--- config.mk ---
export PLATFORM = sky130hd
export DESIGN_NAME = tas_seq
export DESIGN_NICKNAME = d
export VERILOG_FILES = /design/src/hw/tas_pkg.sv /design/src/hw/tas_seq.sv /design/src/hw/tas_trig_sync.sv /design/src/hw/tas_down_cnt.sv
export SDC_FILE = /design/constraint.sdc
export NUM_CORES = 1
export LEC_CHECK = 0
export BUFFER_PORTS_ARGS = -buffer_cell sky130_fd_sc_hd__clkbuf_2
export CAP_MARGIN = 20
export CORE_MARGIN = 5
export CORE_UTILIZATION = 41
export CTS_CLUSTER_SIZE = 10
export DETAILED_ROUTE_END_ITERATION = 10
export GPL_TIMING_DRIVEN = 0
export PLACE_DENSITY = 0.67
export SETUP_SLACK_MARGIN = 0.2
export SLEW_MARGIN = 20
export SYNTH_ARGS = -nofsm -noshare
export SYNTH_HDL_FRONTEND = slang
export SYNTH_SLANG_ARGS = --single-unit
--- constraint.sdc ---
create_clock -name clock -period 4.5 [get_ports clock]
set_input_delay 0.675 -clock clock [delete_from_list [all_inputs] [get_ports clock]]
set_output_delay 0.675 -clock clock [all_outputs]
set_load 0.005 [all_outputs]
--- src/hw/tas_pkg.sv ---
/*
  Shared constants and types of the triggered acquisition sequencer.
  Assumes a 40 MHz sample-domain clock and a byte-addressed register slave.
*/
package tas_pkg;
  // clock and arming latency
  localparam int unsigned CLK_PERIOD_NS = 25;
  localparam int unsigned ARM_LAT_MIN_NS = 50000;
  localparam int unsigned ARM_LAT_MAX_NS = 10000000;
  localparam int unsigned ARM_LAT_MIN_CYC = (ARM_LAT_MIN_NS + CLK_PERIOD_NS - 1) / CLK_PERIOD_NS;
  localparam int unsigned ARM_LAT_MAX_CYC = ARM_LAT_MAX_NS / CLK_PERIOD_NS;

  // register byte offsets
  localparam logic [4:0] REG_CTRL = 5'h00;
  localparam logic [4:0] REG_STATUS = 5'h04;
  localparam logic [4:0] REG_LEN = 5'h08;
  localparam logic [4:0] REG_START = 5'h0c;
  localparam logic [4:0] REG_STOP = 5'h10;
  localparam logic [4:0] REG_TMO = 5'h14;
  localparam logic [4:0] REG_ARMLAT = 5'h18;

  // control field positions
  localparam int unsigned CTRL_ARM_BIT = 0;
  localparam int unsigned CTRL_EN_BIT = 1;
  localparam int unsigned CTRL_BUF_BIT = 2;
  localparam int unsigned CTRL_DUAL_BIT = 3;
  localparam int unsigned CTRL_TMO_BIT = 4;

  // reset values
  localparam logic [20:0] LEN_RST = 21'h000001;
  localparam logic [20:0] DLY_RST = 21'h000000;
  localparam logic [25:0] ARMLAT_RST = 26'(ARM_LAT_MIN_CYC);

  // granularity, zero points, range limits (points = sample cycles)
  localparam logic [25:0] GRAN_SGL = 26'h0000020;
  localparam logic [25:0] GRAN_DUAL = 26'h0000010;
  localparam logic [25:0] ZERO_PTS_SGL = 26'h000000a;
  localparam logic [25:0] ZERO_PTS_DUAL = 26'h0000005;
  localparam logic [25:0] LEN_MAX_SGL_DEF = 26'h0400000;
  localparam logic [25:0] LEN_MAX_DUAL_DEF = 26'h0200000;
  localparam logic [25:0] LEN_MAX_SGL_OPT = 26'h1000000;
  localparam logic [25:0] LEN_MAX_DUAL_OPT = 26'h0800000;
  localparam logic [25:0] DLY_MAX_STD = 26'h1000000;
  localparam logic [25:0] DLY_MAX_WIDE = 26'h2000000;
  localparam logic [7:0] MIN_CODE = 8'h80;

  typedef enum logic [2:0] {
    TAS_IDLE, TAS_ARMING, TAS_READY, TAS_START_DLY, TAS_CAPTURE, TAS_STOP_DLY
  } tas_state_t;

  typedef struct packed {
    logic tmo_en;
    logic dual;
    logic buffered;
    logic enable;
  } tas_cfg_t;

  typedef struct packed {
    logic valid;
    logic forced;
    logic [7:0] code;
  } tas_smp_t;
endpackage : tas_pkg

--- src/hw/tas_seq.sv ---
/*
  Triggered acquisition sequencer: arm, ready, trigger, start delay,
  capture, stop delay. Assumes an Avalon-MM master and sample codes on
  the same clock; the trigger pin is asynchronous.
*/
// Design decisions made here: the register offsets and the Avalon-MM register port.
`timescale 1ns/1ps
`default_nettype none
// Overview of operation
// acquisition needs a software arm; buffered mode records nothing before a trigger
// ready rises after a programmable arming latency of 50 us to 10 ms
// ready falls when the trigger pulse arrives
// ready stays low while acquiring or when not enabled
// trigger accepted any time after ready, no timeout on this path; the code leaves ready on a timeout when tmo_en is set
// trigger gives a trigger output pulse, then start delay, then acquisition
// trigger output edge is launched by a sample-clock flip-flop
// trigger output follows the trigger input within a fixed latency, one clock uncertain
// sampling starts an exact programmed interval after the trigger output
// length steps of 32 single or 16 dual points, default maxima 4M and 2M
// optional memory raises length maxima to 16M single and 8M dual
// start delay maximum 16M points, 32M on the wide single variant
// zero start delay leaves only an inherent, rate-dependent delay
// zero start delay forces the first 10 or 5 samples to minimum code
// programmable stop delay, same range and step, before rearming
// software sets stop delay zero for the highest rate
// the outside system fires its event from ready and returns a trigger
// trigger timeout makes an all-minimum-code acquisition of normal duration
// delays count sample cycles in the same step as the length
module tas_seq
  import tas_pkg::*;
#(
  parameter bit OPT_MEM = 1'b0,
  parameter bit WIDE_START = 1'b0,
  parameter logic [25:0] ARM_LAT_MAX = 26'(ARM_LAT_MAX_CYC)
) (
  input wire logic clock,
  input wire logic rst_b,
  input wire logic [4:0] avs_address,
  input wire logic avs_read,
  input wire logic avs_write,
  input wire logic [31:0] avs_writedata,
  output logic [31:0] avs_readdata,
  output logic avs_waitrequest,
  input wire logic trig_in_pin,
  input wire logic [7:0] adc_code,
  output logic acq_ready_out,
  output logic trig_out,
  output logic acq_done,
  output tas_smp_t smp_out
);
  tas_cfg_t cfg_ff;
  tas_state_t state_ff;
  tas_state_t nxt_state;
  tas_smp_t smp_ff;
  logic arm_pend_ff;
  logic [20:0] len_units_ff, post_trigger_start_delay_ff, rearm_hold_delay_ff, tmo_units_ff;
  logic [25:0] arm_lat_ff, smp_idx_ff, len_q_ff;
  logic zero_q_ff;
  logic art_ff;
  logic nxt_art;
  logic acq_ready_ff;
  logic trig_out_ff;
  logic acq_done_ff;
  logic [31:0] avs_readdata_ff;
  logic avs_waitrequest_ff;
  logic [31:0] rd_mux;
  logic wr_take, trig_rise, trig_take, arm_take, cnt_load, cnt_done, cap_last;
  logic [25:0] cnt_val, gran, len_pts, start_pts, stop_pts, tmo_pts, arm_pts;
  logic [25:0] len_max, dly_max, zero_pts;

  function automatic logic [25:0] tas_to_pts(input logic [20:0] units, input logic dual);
    return dual ? {1'b0, units, 4'h0} : {units, 5'h00};
  endfunction : tas_to_pts

  function automatic logic [25:0] tas_clamp(input logic [25:0] v, input logic [25:0] lo,
                                            input logic [25:0] hi);
    return (v < lo) ? lo : ((v > hi) ? hi : v);
  endfunction : tas_clamp

  tas_trig_sync tas_trig_sync_i (
    .clock(clock),
    .rst_b(rst_b),
    .pin(trig_in_pin),
    .rise(trig_rise)
  );

  tas_down_cnt #(.W(26)) tas_down_cnt_i (
    .clock(clock),
    .rst_b(rst_b),
    .load(cnt_load),
    .load_val(cnt_val),
    .done(cnt_done)
  );

  // derived point counts, all in sample cycles
  always_comb begin
    gran = cfg_ff.dual ? GRAN_DUAL : GRAN_SGL;
    zero_pts = cfg_ff.dual ? ZERO_PTS_DUAL : ZERO_PTS_SGL;
    if (OPT_MEM) begin
      len_max = cfg_ff.dual ? LEN_MAX_DUAL_OPT : LEN_MAX_SGL_OPT;
    end else begin
      len_max = cfg_ff.dual ? LEN_MAX_DUAL_DEF : LEN_MAX_SGL_DEF;
    end
    dly_max = (WIDE_START && !cfg_ff.dual) ? DLY_MAX_WIDE : DLY_MAX_STD;
    len_pts = tas_clamp(tas_to_pts(len_units_ff, cfg_ff.dual), gran, len_max);
    start_pts = tas_clamp(tas_to_pts(post_trigger_start_delay_ff, cfg_ff.dual), '0, dly_max);
    stop_pts = tas_clamp(tas_to_pts(rearm_hold_delay_ff, cfg_ff.dual), '0, dly_max);
    tmo_pts = tas_clamp(tas_to_pts(tmo_units_ff, cfg_ff.dual), '0, dly_max);
    arm_pts = tas_clamp(arm_lat_ff, 26'(ARM_LAT_MIN_CYC), ARM_LAT_MAX);
  end

  assign trig_take = (state_ff == TAS_READY) && cfg_ff.enable && trig_rise;
  assign cap_last = (state_ff == TAS_CAPTURE) && (smp_idx_ff == len_q_ff - 26'h0000001);

  always_comb begin
    nxt_state = state_ff;
    nxt_art = art_ff;
    cnt_load = 1'b0;
    cnt_val = '0;
    arm_take = 1'b0;
    case (state_ff)
      TAS_IDLE: begin
        if (cfg_ff.enable && arm_pend_ff) begin
          arm_take = 1'b1;
          cnt_load = 1'b1;
          cnt_val = arm_pts;
          nxt_art = 1'b0;
          nxt_state = TAS_ARMING;
        end
      end
      TAS_ARMING: begin
        if (cnt_done) begin
          cnt_load = 1'b1;
          if (cfg_ff.buffered) begin
            cnt_val = tmo_pts;
            nxt_state = TAS_READY;
          end else begin
            cnt_val = start_pts;
            nxt_state = TAS_START_DLY;
          end
        end
      end
      TAS_READY: begin
        if (trig_take) begin
          cnt_load = 1'b1;
          cnt_val = start_pts;
          nxt_state = TAS_START_DLY;
        end else if (cfg_ff.tmo_en && cnt_done) begin
          cnt_load = 1'b1;
          cnt_val = start_pts;
          nxt_art = 1'b1;
          nxt_state = TAS_START_DLY;
        end
      end
      TAS_START_DLY: begin
        if (cnt_done) begin
          nxt_state = TAS_CAPTURE; // see R9
        end
      end
      TAS_CAPTURE: begin
        if (cap_last) begin
          cnt_load = 1'b1;
          cnt_val = stop_pts;
          nxt_state = TAS_STOP_DLY;
        end
      end
      TAS_STOP_DLY: begin
        if (cnt_done) begin
          nxt_state = TAS_IDLE;
        end
      end
      default: begin
        nxt_state = TAS_IDLE;
      end
    endcase
    // disabling aborts any phase
    if (!cfg_ff.enable) begin
      nxt_state = TAS_IDLE;
    end
  end

  always_ff @(posedge clock or negedge rst_b) begin
    if (!rst_b) begin
      state_ff <= TAS_IDLE;
      art_ff <= 1'b0;
    end else begin
      state_ff <= nxt_state;
      art_ff <= nxt_art;
    end
  end

  // ready, trigger out and done are registered pulses or levels
  always_ff @(posedge clock or negedge rst_b) begin
    if (!rst_b) begin
      acq_ready_ff <= 1'b0;
      trig_out_ff <= 1'b0;
      acq_done_ff <= 1'b0;
    end else begin
      acq_ready_ff <= (nxt_state == TAS_READY);
      trig_out_ff <= trig_take; // see R7
      acq_done_ff <= cap_last;
    end
  end

  // length and zero-delay flag freeze during capture
  always_ff @(posedge clock or negedge rst_b) begin
    if (!rst_b) begin
      smp_idx_ff <= '0;
      len_q_ff <= GRAN_SGL;
      zero_q_ff <= 1'b0;
    end else begin
      smp_idx_ff <= (state_ff == TAS_CAPTURE) ? smp_idx_ff + 26'h0000001 : '0;
      if (state_ff != TAS_CAPTURE) begin
        len_q_ff <= len_pts;
        zero_q_ff <= (start_pts == '0);
      end
    end
  end

  always_ff @(posedge clock or negedge rst_b) begin
    if (!rst_b) begin
      smp_ff <= '0;
    end else begin
      smp_ff.valid <= (state_ff == TAS_CAPTURE);
      smp_ff.forced <= art_ff || (zero_q_ff && smp_idx_ff < zero_pts);
      if (art_ff || (zero_q_ff && smp_idx_ff < zero_pts)) begin
        smp_ff.code <= MIN_CODE;
      end else begin
        smp_ff.code <= adc_code;
      end
    end
  end

  // bus slave: one wait cycle, then the request completes
  assign wr_take = avs_write && !avs_waitrequest_ff;

  always_comb begin
    if (avs_address == REG_CTRL) begin
      rd_mux = {27'h0, cfg_ff, 1'b0};
    end else if (avs_address == REG_STATUS) begin
      rd_mux = {24'h0, art_ff, acq_ready_ff, arm_pend_ff, 2'b00, state_ff};
    end else if (avs_address == REG_LEN) begin
      rd_mux = {11'h0, len_units_ff};
    end else if (avs_address == REG_START) begin
      rd_mux = {11'h0, post_trigger_start_delay_ff};
    end else if (avs_address == REG_STOP) begin
      rd_mux = {11'h0, rearm_hold_delay_ff};
    end else if (avs_address == REG_TMO) begin
      rd_mux = {11'h0, tmo_units_ff};
    end else if (avs_address == REG_ARMLAT) begin
      rd_mux = {6'h0, arm_lat_ff};
    end else begin
      rd_mux = 32'h00000000;
    end
  end

  always_ff @(posedge clock or negedge rst_b) begin
    if (!rst_b) begin
      avs_waitrequest_ff <= 1'b1;
      avs_readdata_ff <= 32'h00000000;
    end else begin
      avs_waitrequest_ff <= !((avs_read || avs_write) && avs_waitrequest_ff);
      if (avs_read && avs_waitrequest_ff) begin
        avs_readdata_ff <= rd_mux;
      end
    end
  end

  always_ff @(posedge clock or negedge rst_b) begin
    if (!rst_b) begin
      cfg_ff <= '0;
      len_units_ff <= LEN_RST;
      post_trigger_start_delay_ff <= DLY_RST;
      rearm_hold_delay_ff <= DLY_RST;
      tmo_units_ff <= DLY_RST;
      arm_lat_ff <= ARMLAT_RST;
    end else if (wr_take) begin
      if (avs_address == REG_CTRL) begin
        cfg_ff.enable <= avs_writedata[CTRL_EN_BIT];
        cfg_ff.buffered <= avs_writedata[CTRL_BUF_BIT];
        cfg_ff.dual <= avs_writedata[CTRL_DUAL_BIT];
        cfg_ff.tmo_en <= avs_writedata[CTRL_TMO_BIT];
      end else if (avs_address == REG_LEN) begin
        len_units_ff <= avs_writedata[20:0];
      end else if (avs_address == REG_START) begin
        post_trigger_start_delay_ff <= avs_writedata[20:0];
      end else if (avs_address == REG_STOP) begin
        rearm_hold_delay_ff <= avs_writedata[20:0];
      end else if (avs_address == REG_TMO) begin
        tmo_units_ff <= avs_writedata[20:0];
      end else if (avs_address == REG_ARMLAT) begin
        arm_lat_ff <= avs_writedata[25:0];
      end
    end
  end

  // arm request: a new arm write beats the clear of the one taken
  always_ff @(posedge clock or negedge rst_b) begin
    if (!rst_b) begin
      arm_pend_ff <= 1'b0;
    end else if (wr_take && avs_address == REG_CTRL && avs_writedata[CTRL_ARM_BIT]) begin
      arm_pend_ff <= 1'b1;
    end else if (arm_take) begin
      arm_pend_ff <= 1'b0;
    end
  end

  assign avs_readdata = avs_readdata_ff;
  assign avs_waitrequest = avs_waitrequest_ff;
  assign acq_ready_out = acq_ready_ff;
  assign trig_out = trig_out_ff;
  assign acq_done = acq_done_ff;
  assign smp_out = smp_ff;

  // helper counters for the checks below
  logic [25:0] arm_cyc_ff, dly_cyc_ff, vcnt_ff;
  always_ff @(posedge clock or negedge rst_b) begin
    if (!rst_b) begin
      arm_cyc_ff <= '0;
      dly_cyc_ff <= '0;
      vcnt_ff <= '0;
    end else begin
      arm_cyc_ff <= (state_ff == TAS_ARMING) ? arm_cyc_ff + 26'h0000001 : '0;
      dly_cyc_ff <= (state_ff == TAS_START_DLY) ? dly_cyc_ff + 26'h0000001 : '0;
      vcnt_ff <= smp_ff.valid ? vcnt_ff + 26'h0000001 : '0;
    end
  end
endmodule : tas_seq
`default_nettype wire

--- src/hw/tas_trig_sync.sv ---
/*
  Trigger input resynchroniser with rising-edge pulse.
  Assumes an asynchronous pin; a level counts once stages two and three agree.
*/
`timescale 1ns/1ps
`default_nettype none
module tas_trig_sync (
  input wire logic clock,
  input wire logic rst_b,
  input wire logic pin,
  output logic rise
);
  logic s1_ff;
  logic s2_ff;
  logic s3_ff;
  logic lvl_ff;
  logic rise_ff;

  always_ff @(posedge clock or negedge rst_b) begin
    if (!rst_b) begin
      s1_ff <= 1'b0;
      s2_ff <= 1'b0;
      s3_ff <= 1'b0;
    end else begin
      s1_ff <= pin;
      s2_ff <= s1_ff;
      s3_ff <= s2_ff;
    end
  end

  // agreed level and its rising edge
  always_ff @(posedge clock or negedge rst_b) begin
    if (!rst_b) begin
      lvl_ff <= 1'b0;
      rise_ff <= 1'b0;
    end else begin
      if (s2_ff == s3_ff) begin
        lvl_ff <= s3_ff;
      end
      rise_ff <= (s2_ff == s3_ff) && s3_ff && !lvl_ff;
    end
  end

  assign rise = rise_ff;
endmodule : tas_trig_sync
`default_nettype wire

--- src/hw/tas_down_cnt.sv ---
/*
  Loadable down counter shared by arming, delay and timeout phases.
  done stands while running at zero: a load of N gives done N+1 cycles later.
*/
`timescale 1ns/1ps
`default_nettype none
module tas_down_cnt #(
  parameter int W = 26
) (
  input wire logic clock,
  input wire logic rst_b,
  input wire logic load,
  input wire logic [W-1:0] load_val,
  output logic done
);
  logic [W-1:0] cnt_ff;
  logic run_ff;

  always_ff @(posedge clock or negedge rst_b) begin
    if (!rst_b) begin
      run_ff <= 1'b0;
    end else if (load) begin
      run_ff <= 1'b1;
    end else if (run_ff && cnt_ff == '0) begin
      run_ff <= 1'b0;
    end
  end

  always_ff @(posedge clock or negedge rst_b) begin
    if (!rst_b) begin
      cnt_ff <= '0;
    end else if (load) begin
      cnt_ff <= load_val;
    end else if (run_ff && cnt_ff != '0) begin
      cnt_ff <= cnt_ff - 1'b1;
    end
  end

  assign done = run_ff && (cnt_ff == '0);
endmodule : tas_down_cnt
`default_nettype wire

# Word-level counts from Yosys, hierarchy flattened
# Cells that the tools add are included.
dict set report word_totals {
  output_inout_bits 46
  wordCells 163
  ff_bits 250
}
dict set report op_classes {
  n_eq_ne 18
  addsub 3
  n_bitwise 5
  n_mux 60
  n_reduce_logical 36
  magnitude_cmp 11
}
# cell n
set ops {}
lappend ops {{$mux W26} 30}
lappend ops {{$pmux W26 S4} 1}
lappend ops {{$gt A26 B25 Y1 const B} 3}
lappend ops {{$lt A26 B1 Y1 const B} 3}
lappend ops {{$logic_not A26 Y1} 2}
lappend ops {{$sub A26 B1 Y26 const B} 2}
lappend ops {{$add A26 B1 Y26 const B} 1}
lappend ops {{$eq A26 B26 Y1} 1}
lappend ops {{$gt A26 B19 Y1 const B} 1}
lappend ops {{$gt A26 B23 Y1} 1}
lappend ops {{$lt A26 B11 Y1 const B} 1}
lappend ops {{$lt A26 B4 Y1} 1}
lappend ops {{$lt A26 B6 Y1} 1}
lappend ops {{$reduce_bool A26 Y1} 1}
lappend ops {{$mux W3} 8}
lappend ops {{$mux W23} 1}
lappend ops {{$pmux W3 S6} 1}
lappend ops {{$eq A5 B5 Y1 const B} 3}
lappend ops {{$logic_and A1 B1 Y1} 15}
lappend ops {{$mux W1} 14}
lappend ops {{$eq A5 B4 Y1 const B} 2}
lappend ops {{$eq A3 B2 Y1 const B} 3}
lappend ops {{$mux W8} 1}
lappend ops {{$reduce_and A4 Y1} 2}
lappend ops {{22 further kinds} 34}

# Logic depth before layout (Yosys ltp)
dict set report logic_depth {
  ltp_word 8
  ltp_mapped 12
}

# Hierarchy
# From an unflattened synthesis, not the netlist that was laid out.
dict set report unflattened {
  cells_unflattened 1285
  area_unflattened_um2 13327.8
}
# module seq_area_each_um2 area_per_inst_um2 cells_each n_inst
set by_module_without_submodules {}
lappend by_module_without_submodules {tas_seq 5216.3 11456.0 1094 1}
lappend by_module_without_submodules {tas_down_cnt 675.6 1712.9 183 1}
lappend by_module_without_submodules {tas_trig_sync 125.1 158.9 8 1}

# Worst setup path before layout
# OpenSTA, ideal clock, no wires.
dict set report synth_path {
  path_type {register -> register}
  startpoint {register len_q_ff[4]}
  endpoint {register tas_down_cnt_i.cnt_ff[19]}
  setup_slack_ns 1.531
  arrival_time_ns 2.836
  n_path_buf 3
  setup_ns 0.133
  path_stages_with_launch 13
  path_cell_list {dfrtp_1 inv_1 ha_1 or3b_1 clkbuf_1 or4_4 or3_1 a31oi_1 nand2_1 buf_4 buf_2 a41oi_1 mux2i_1}
}
dict set report synth_between {
  elab_chain_cells 6
}
# element line_no
set synth_rtl {}
lappend synth_rtl {{from (decl)} tas_seq.sv:57} ;# logic [25:0] arm_lat_ff, smp_idx_ff, len_q_ff;
lappend synth_rtl {{from (signal assigned)} tas_seq.sv:214} ;# len_q_ff <= len_pts;
lappend synth_rtl {{$sub A26 B1 Y26 (*)} tas_seq.sv:113} ;# assign cap_last = (state_ff == TAS_CAPTURE) && (smp_idx_ff == len_q_ff - 26'h0000001);
lappend synth_rtl {{$eq A26 B26 Y1 (*)} tas_seq.sv:113}
lappend synth_rtl {{$logic_and A1 B1 Y1 (*)} tas_seq.sv:113}
lappend synth_rtl {{$mux W26 / $mux W1 (equally long branches)} tas_seq.sv:161} ;# if (cap_last) begin
lappend synth_rtl {{$pmux W26 S4 / $pmux W1 S4 (equally long branches)} tas_seq.sv:121} ;# case (state_ff)
lappend synth_rtl {{$mux W26 / $reduce_bool A2 Y1 (equally long branches)} n/a}
lappend synth_rtl {{to (signal assigned)} tas_down_cnt.sv:33} ;# cnt_ff <= load_val;
lappend synth_rtl {{to (signal assigned)} tas_down_cnt.sv:35} ;# cnt_ff <= cnt_ff - 1'b1;
lappend synth_rtl {{to (decl)} tas_down_cnt.sv:16} ;# logic [W-1:0] cnt_ff;
# Mark *: on every way between the ends. The rest lies on a longest branch, timed or not.
# A chain may end at the register's enable or synchronous reset.

# Worst setup path after layout
dict set report layout_path {
  startpoint {register tas_down_cnt_i.cnt_ff[17]}
  endpoint {register tas_down_cnt_i.cnt_ff[19]}
}
dict set report layout_between {
  elab_chain_cells 7
}
# element
set layout_rtl {}
lappend layout_rtl {{parallel branches: the longest is 7 deep, another holds $sub A26 B1 Y26}}
# Parallel ways; which one is timed is not known. The select of a mux whose other input is x is not followed.

==> impl_metrics.ini <==
[run_status]
status = finished clean

[floorplan]
die-area_sq_um = 36870
coreArea_sq_um = 32620
die_h_microns = 192.0
rows = 66
pin_count = 96
fp.dieW_microns = 192.0
start_util = 0.4164

[sta]
hold_violations = 0
rsz0062_at_grt = no
drv_slew = 0
post-route-period-util = 0.8656
period_needed_ns = 3.895
worst_pin_slew_ns = 1.121
setup_viol = 0
relSlewSlack = 0.2508
fmax_ghz = 0.2567
finalSetupTns_ns = 0
clock_skew_ns = 0.03051

[clock_tree]
postCtsResizedCells = 0
clock_latency_ns = 0.56
cts_tree = built
cts.clk_slew.worst_paths_ns = 0.06
cts_max_path_buffers = 3
clock-root-buffer = clkbuf_16
hold_buffers = 0
clock_sinks = 240
cts_buffers = 29
post-cts-setup-buffers = 0
htree_levels = 1

[detailed_routing]
firstDrtPassIters = 6
dr.first_iter.drc_count = 1065
antenna_left = 0
drcViolationCount = 0
finalWirelength_microns = 44130
wire_per_inst_microns = 22.96
dr_total_vias = 11460
viasPerCell = 5.963

[yosys]
yosys-top-cells-area = dfrtp_1 43%, mux2_2 9.9%, mux2i_1 6.3%, nand2_1 3.1%, o21ai_0 3.0%
synth-seq-area-share = 0.4430
synthFlopType = dfrtp_1
synthDistinctLibCells = 87
synth-async-reset-ratio = 1.000
netlist_top_cells_count = 231 x dfrtp_1, 120 x mux2_2, 112 x nand2_1
yosys_warnings = 0
ys_ff_latch = 240
netlist_area_sq_um = 13580
synth-edff-count = 0
synth_top_area_share = 0.4256
synth_top_area_cell = dfrtp_1
yosysMostFrequentCell = dfrtp_1
syn_area_per_cell_sq_um = 10.17
synthCells = 1336

[pwr]
vdd_drop_max_v = 0.0003332
p_int_mw = 4.687
cellLeakagePower_nw = 6.532
combPwrFrac = 0.292
pwr-share-seq = 0.403
p_switching_mw = 2.518
power_density_nw_per_um2 = 464.0
p_sw_frac = 0.3495
pwr-share-clk = 0.305

[placed_design]
gp_congestion = 0.9493
placed_area_sq_um = 14640
dp_hpwl_microns = 33510
numPortBuffers = 82

[job]
maxCapViolCount = 0

[finish]
nFillCells = 3058
post-route-cell-area_sq_um = 15530
drive_gt1_frac = 0.2061
fin_nets = 1514
area_growth_pct = 14.31
n_antenna_cell = 0

[setup_path]
worstPathArrival_ns = 4.35
worst-setup-path-type = reg -> reg
crit_path_max_fanout = 10
r2r_cells = 9
start_kind = flip-flop
regToRegEndpoint = tas_down_cnt_i.cnt_ff[19]
cp-endpoint = tas_down_cnt_i.cnt_ff[19]
ff2ff_setup_slack_ns = 0.60
cp-startpoint = tas_down_cnt_i.cnt_ff[17]
required_ns = 4.96
reg2reg_from = tas_down_cnt_i.cnt_ff[17]
critPathCaptureType = flip-flop

[global_route]
met3_usage = 0.03926
grt_pass1_wl_microns = 67410
grt_start_max_net_pins = 94
top_usage_layer = met2
grtUsageTotal = 0.2378
grt.met1_usage = 0.3259
antenna_found_initial = 0
grt_use_met2 = 0.3714
grt_pass1_vias = 11210
grt.overflow.total = 0

[worst_hold_path]
hp-class = in -> async
-- through the flow --
step           utilization  hold slack [ns]  setup slack, ns  power, mW  instances
2_1_floorplan            -           0.3312            1.531      4.334       1341
3_3_place_gp        0.4465           0.3409           -2.135      4.940       1865
3_5_place_dp        0.4489           0.3380           0.8286      4.995       1868
4_1_cts             0.4760           0.1540           0.8103      7.200       1922
5_1_grt             0.4760           0.1665           0.4588      7.573       1922
6_report            0.4760           0.1140           0.6047      7.205       1922
-- state kept, by name (all words and copies together), names as in the netlist, 21 cells and up --
| signal | cells |
|---|---|
| arm_lat_ff | 26 |
| avs_readdata | 26 |
| smp_idx_ff | 26 |
| tas_down_cnt_i.cnt_ff | 26 |
| len_q_ff | 22 |
| len_units_ff | 21 |
| post_trigger_start_delay_ff | 21 |
| rearm_hold_delay_ff | 21 |
| tmo_units_ff | 21 |
-- kinds of logic (layout without fill, tap and decap cells) --
logic type	Yosys count	in the layout	synth area share
AOI/OAI and AO/OA	270	270	0.1350
DFF	240	240	0.4430
other	1	6	0.0002761
muxes	206	206	0.1629
xor gates and xnor gates	72	72	0.04698
buffers and inverters	112	251	0.04136
and+or+nand+nor	428	428	0.1641
adders and majority gates	7	7	0.006448
-- power by group through the flow --
stage          Sequential, mW  Combinational [mW]  Clock (mW)
6_report                 2.90                2.11        2.19
5_1_grt                  2.94                2.30        2.33
4_1_cts                  2.89                2.08        2.23
3_5_place_dp             2.92                2.07           0
3_3_place_gp             2.91                2.03           0
2_1_floorplan            2.76                1.58           0
-- how the worst min path moves through the flow --
stage                                  endpoint  slack (ns)  cells after the start
after floorplan           tas_trig_sync_i.s2_ff        0.33                      0
after global placement    tas_trig_sync_i.s2_ff        0.34                      0
after detailed placement  tas_trig_sync_i.s2_ff        0.34                      0
after CTS                      avs_readdata[22]        0.15                      1
after global routing           avs_readdata[22]        0.17                      1
final                          avs_readdata[22]        0.11                      1
-- per-layer routing --
layer  part of all wire  vias to the layer above
met5                  0                        -
met4              0.053                        0
met3              0.080                      112
met2               0.44                      509
met1               0.43                     5643
li1                   -                     5197
-- critical path: stages, from the launching register on --
cell and delay [ns]:
dfrtp_1 0.42, nor4_1 0.60, nand4_1 0.23, clkbuf_1 0.30
nor3_1 0.70, o21ai_1 0.52, clkbuf_1 0.35, o32ai_1 0.35
a41oi_1 0.16, mux2i_1 0.17
-- cells in the final DEF (no fill, tap or decap), drive strengths merged, types with 6 or more instances in the layout --
| master | instances |
|---|---|
| a21oi | 35 |
| nand2 | 112 |
| xor2 | 29 |
| or4 | 14 |
| inv | 19 |
| conb | 6 |
| a22oi | 8 |
| a31oi | 29 |
| nor3 | 37 |
| o32ai | 6 |
| xnor2 | 43 |
| dfstp | 9 |
| a221oi | 13 |
| and2 | 16 |
| mux2i | 86 |
| nor2 | 98 |
| a222oi | 8 |
| nand3 | 15 |
| nor4b | 8 |
| or3 | 11 |
| o21ai | 85 |
| and3 | 8 |
| o22ai | 11 |
| ha | 7 |
| nand2b | 18 |
| mux2 | 120 |
| buf | 39 |
| o211ai | 7 |
| clkbuf | 190 |
| dfrtp | 231 |
| o31ai | 6 |
| a311oi | 17 |
| nand4 | 28 |
| nor4 | 41 |
-- cell type report --
class	count	area, sq um	share of cell area
buffer	93	490.5	0.03159
clock buffer	51	838.3	0.05399
clock inverter	3	46.29	0.002981
inverter	19	71.32	0.004593
multi-input combinational	989	7029	0.4527
sequential	240	6017	0.3875
tap	442	553.0	0.03562
timing repair buffer	85	481.7	0.03102
Power figures use the tool's default switching activity.
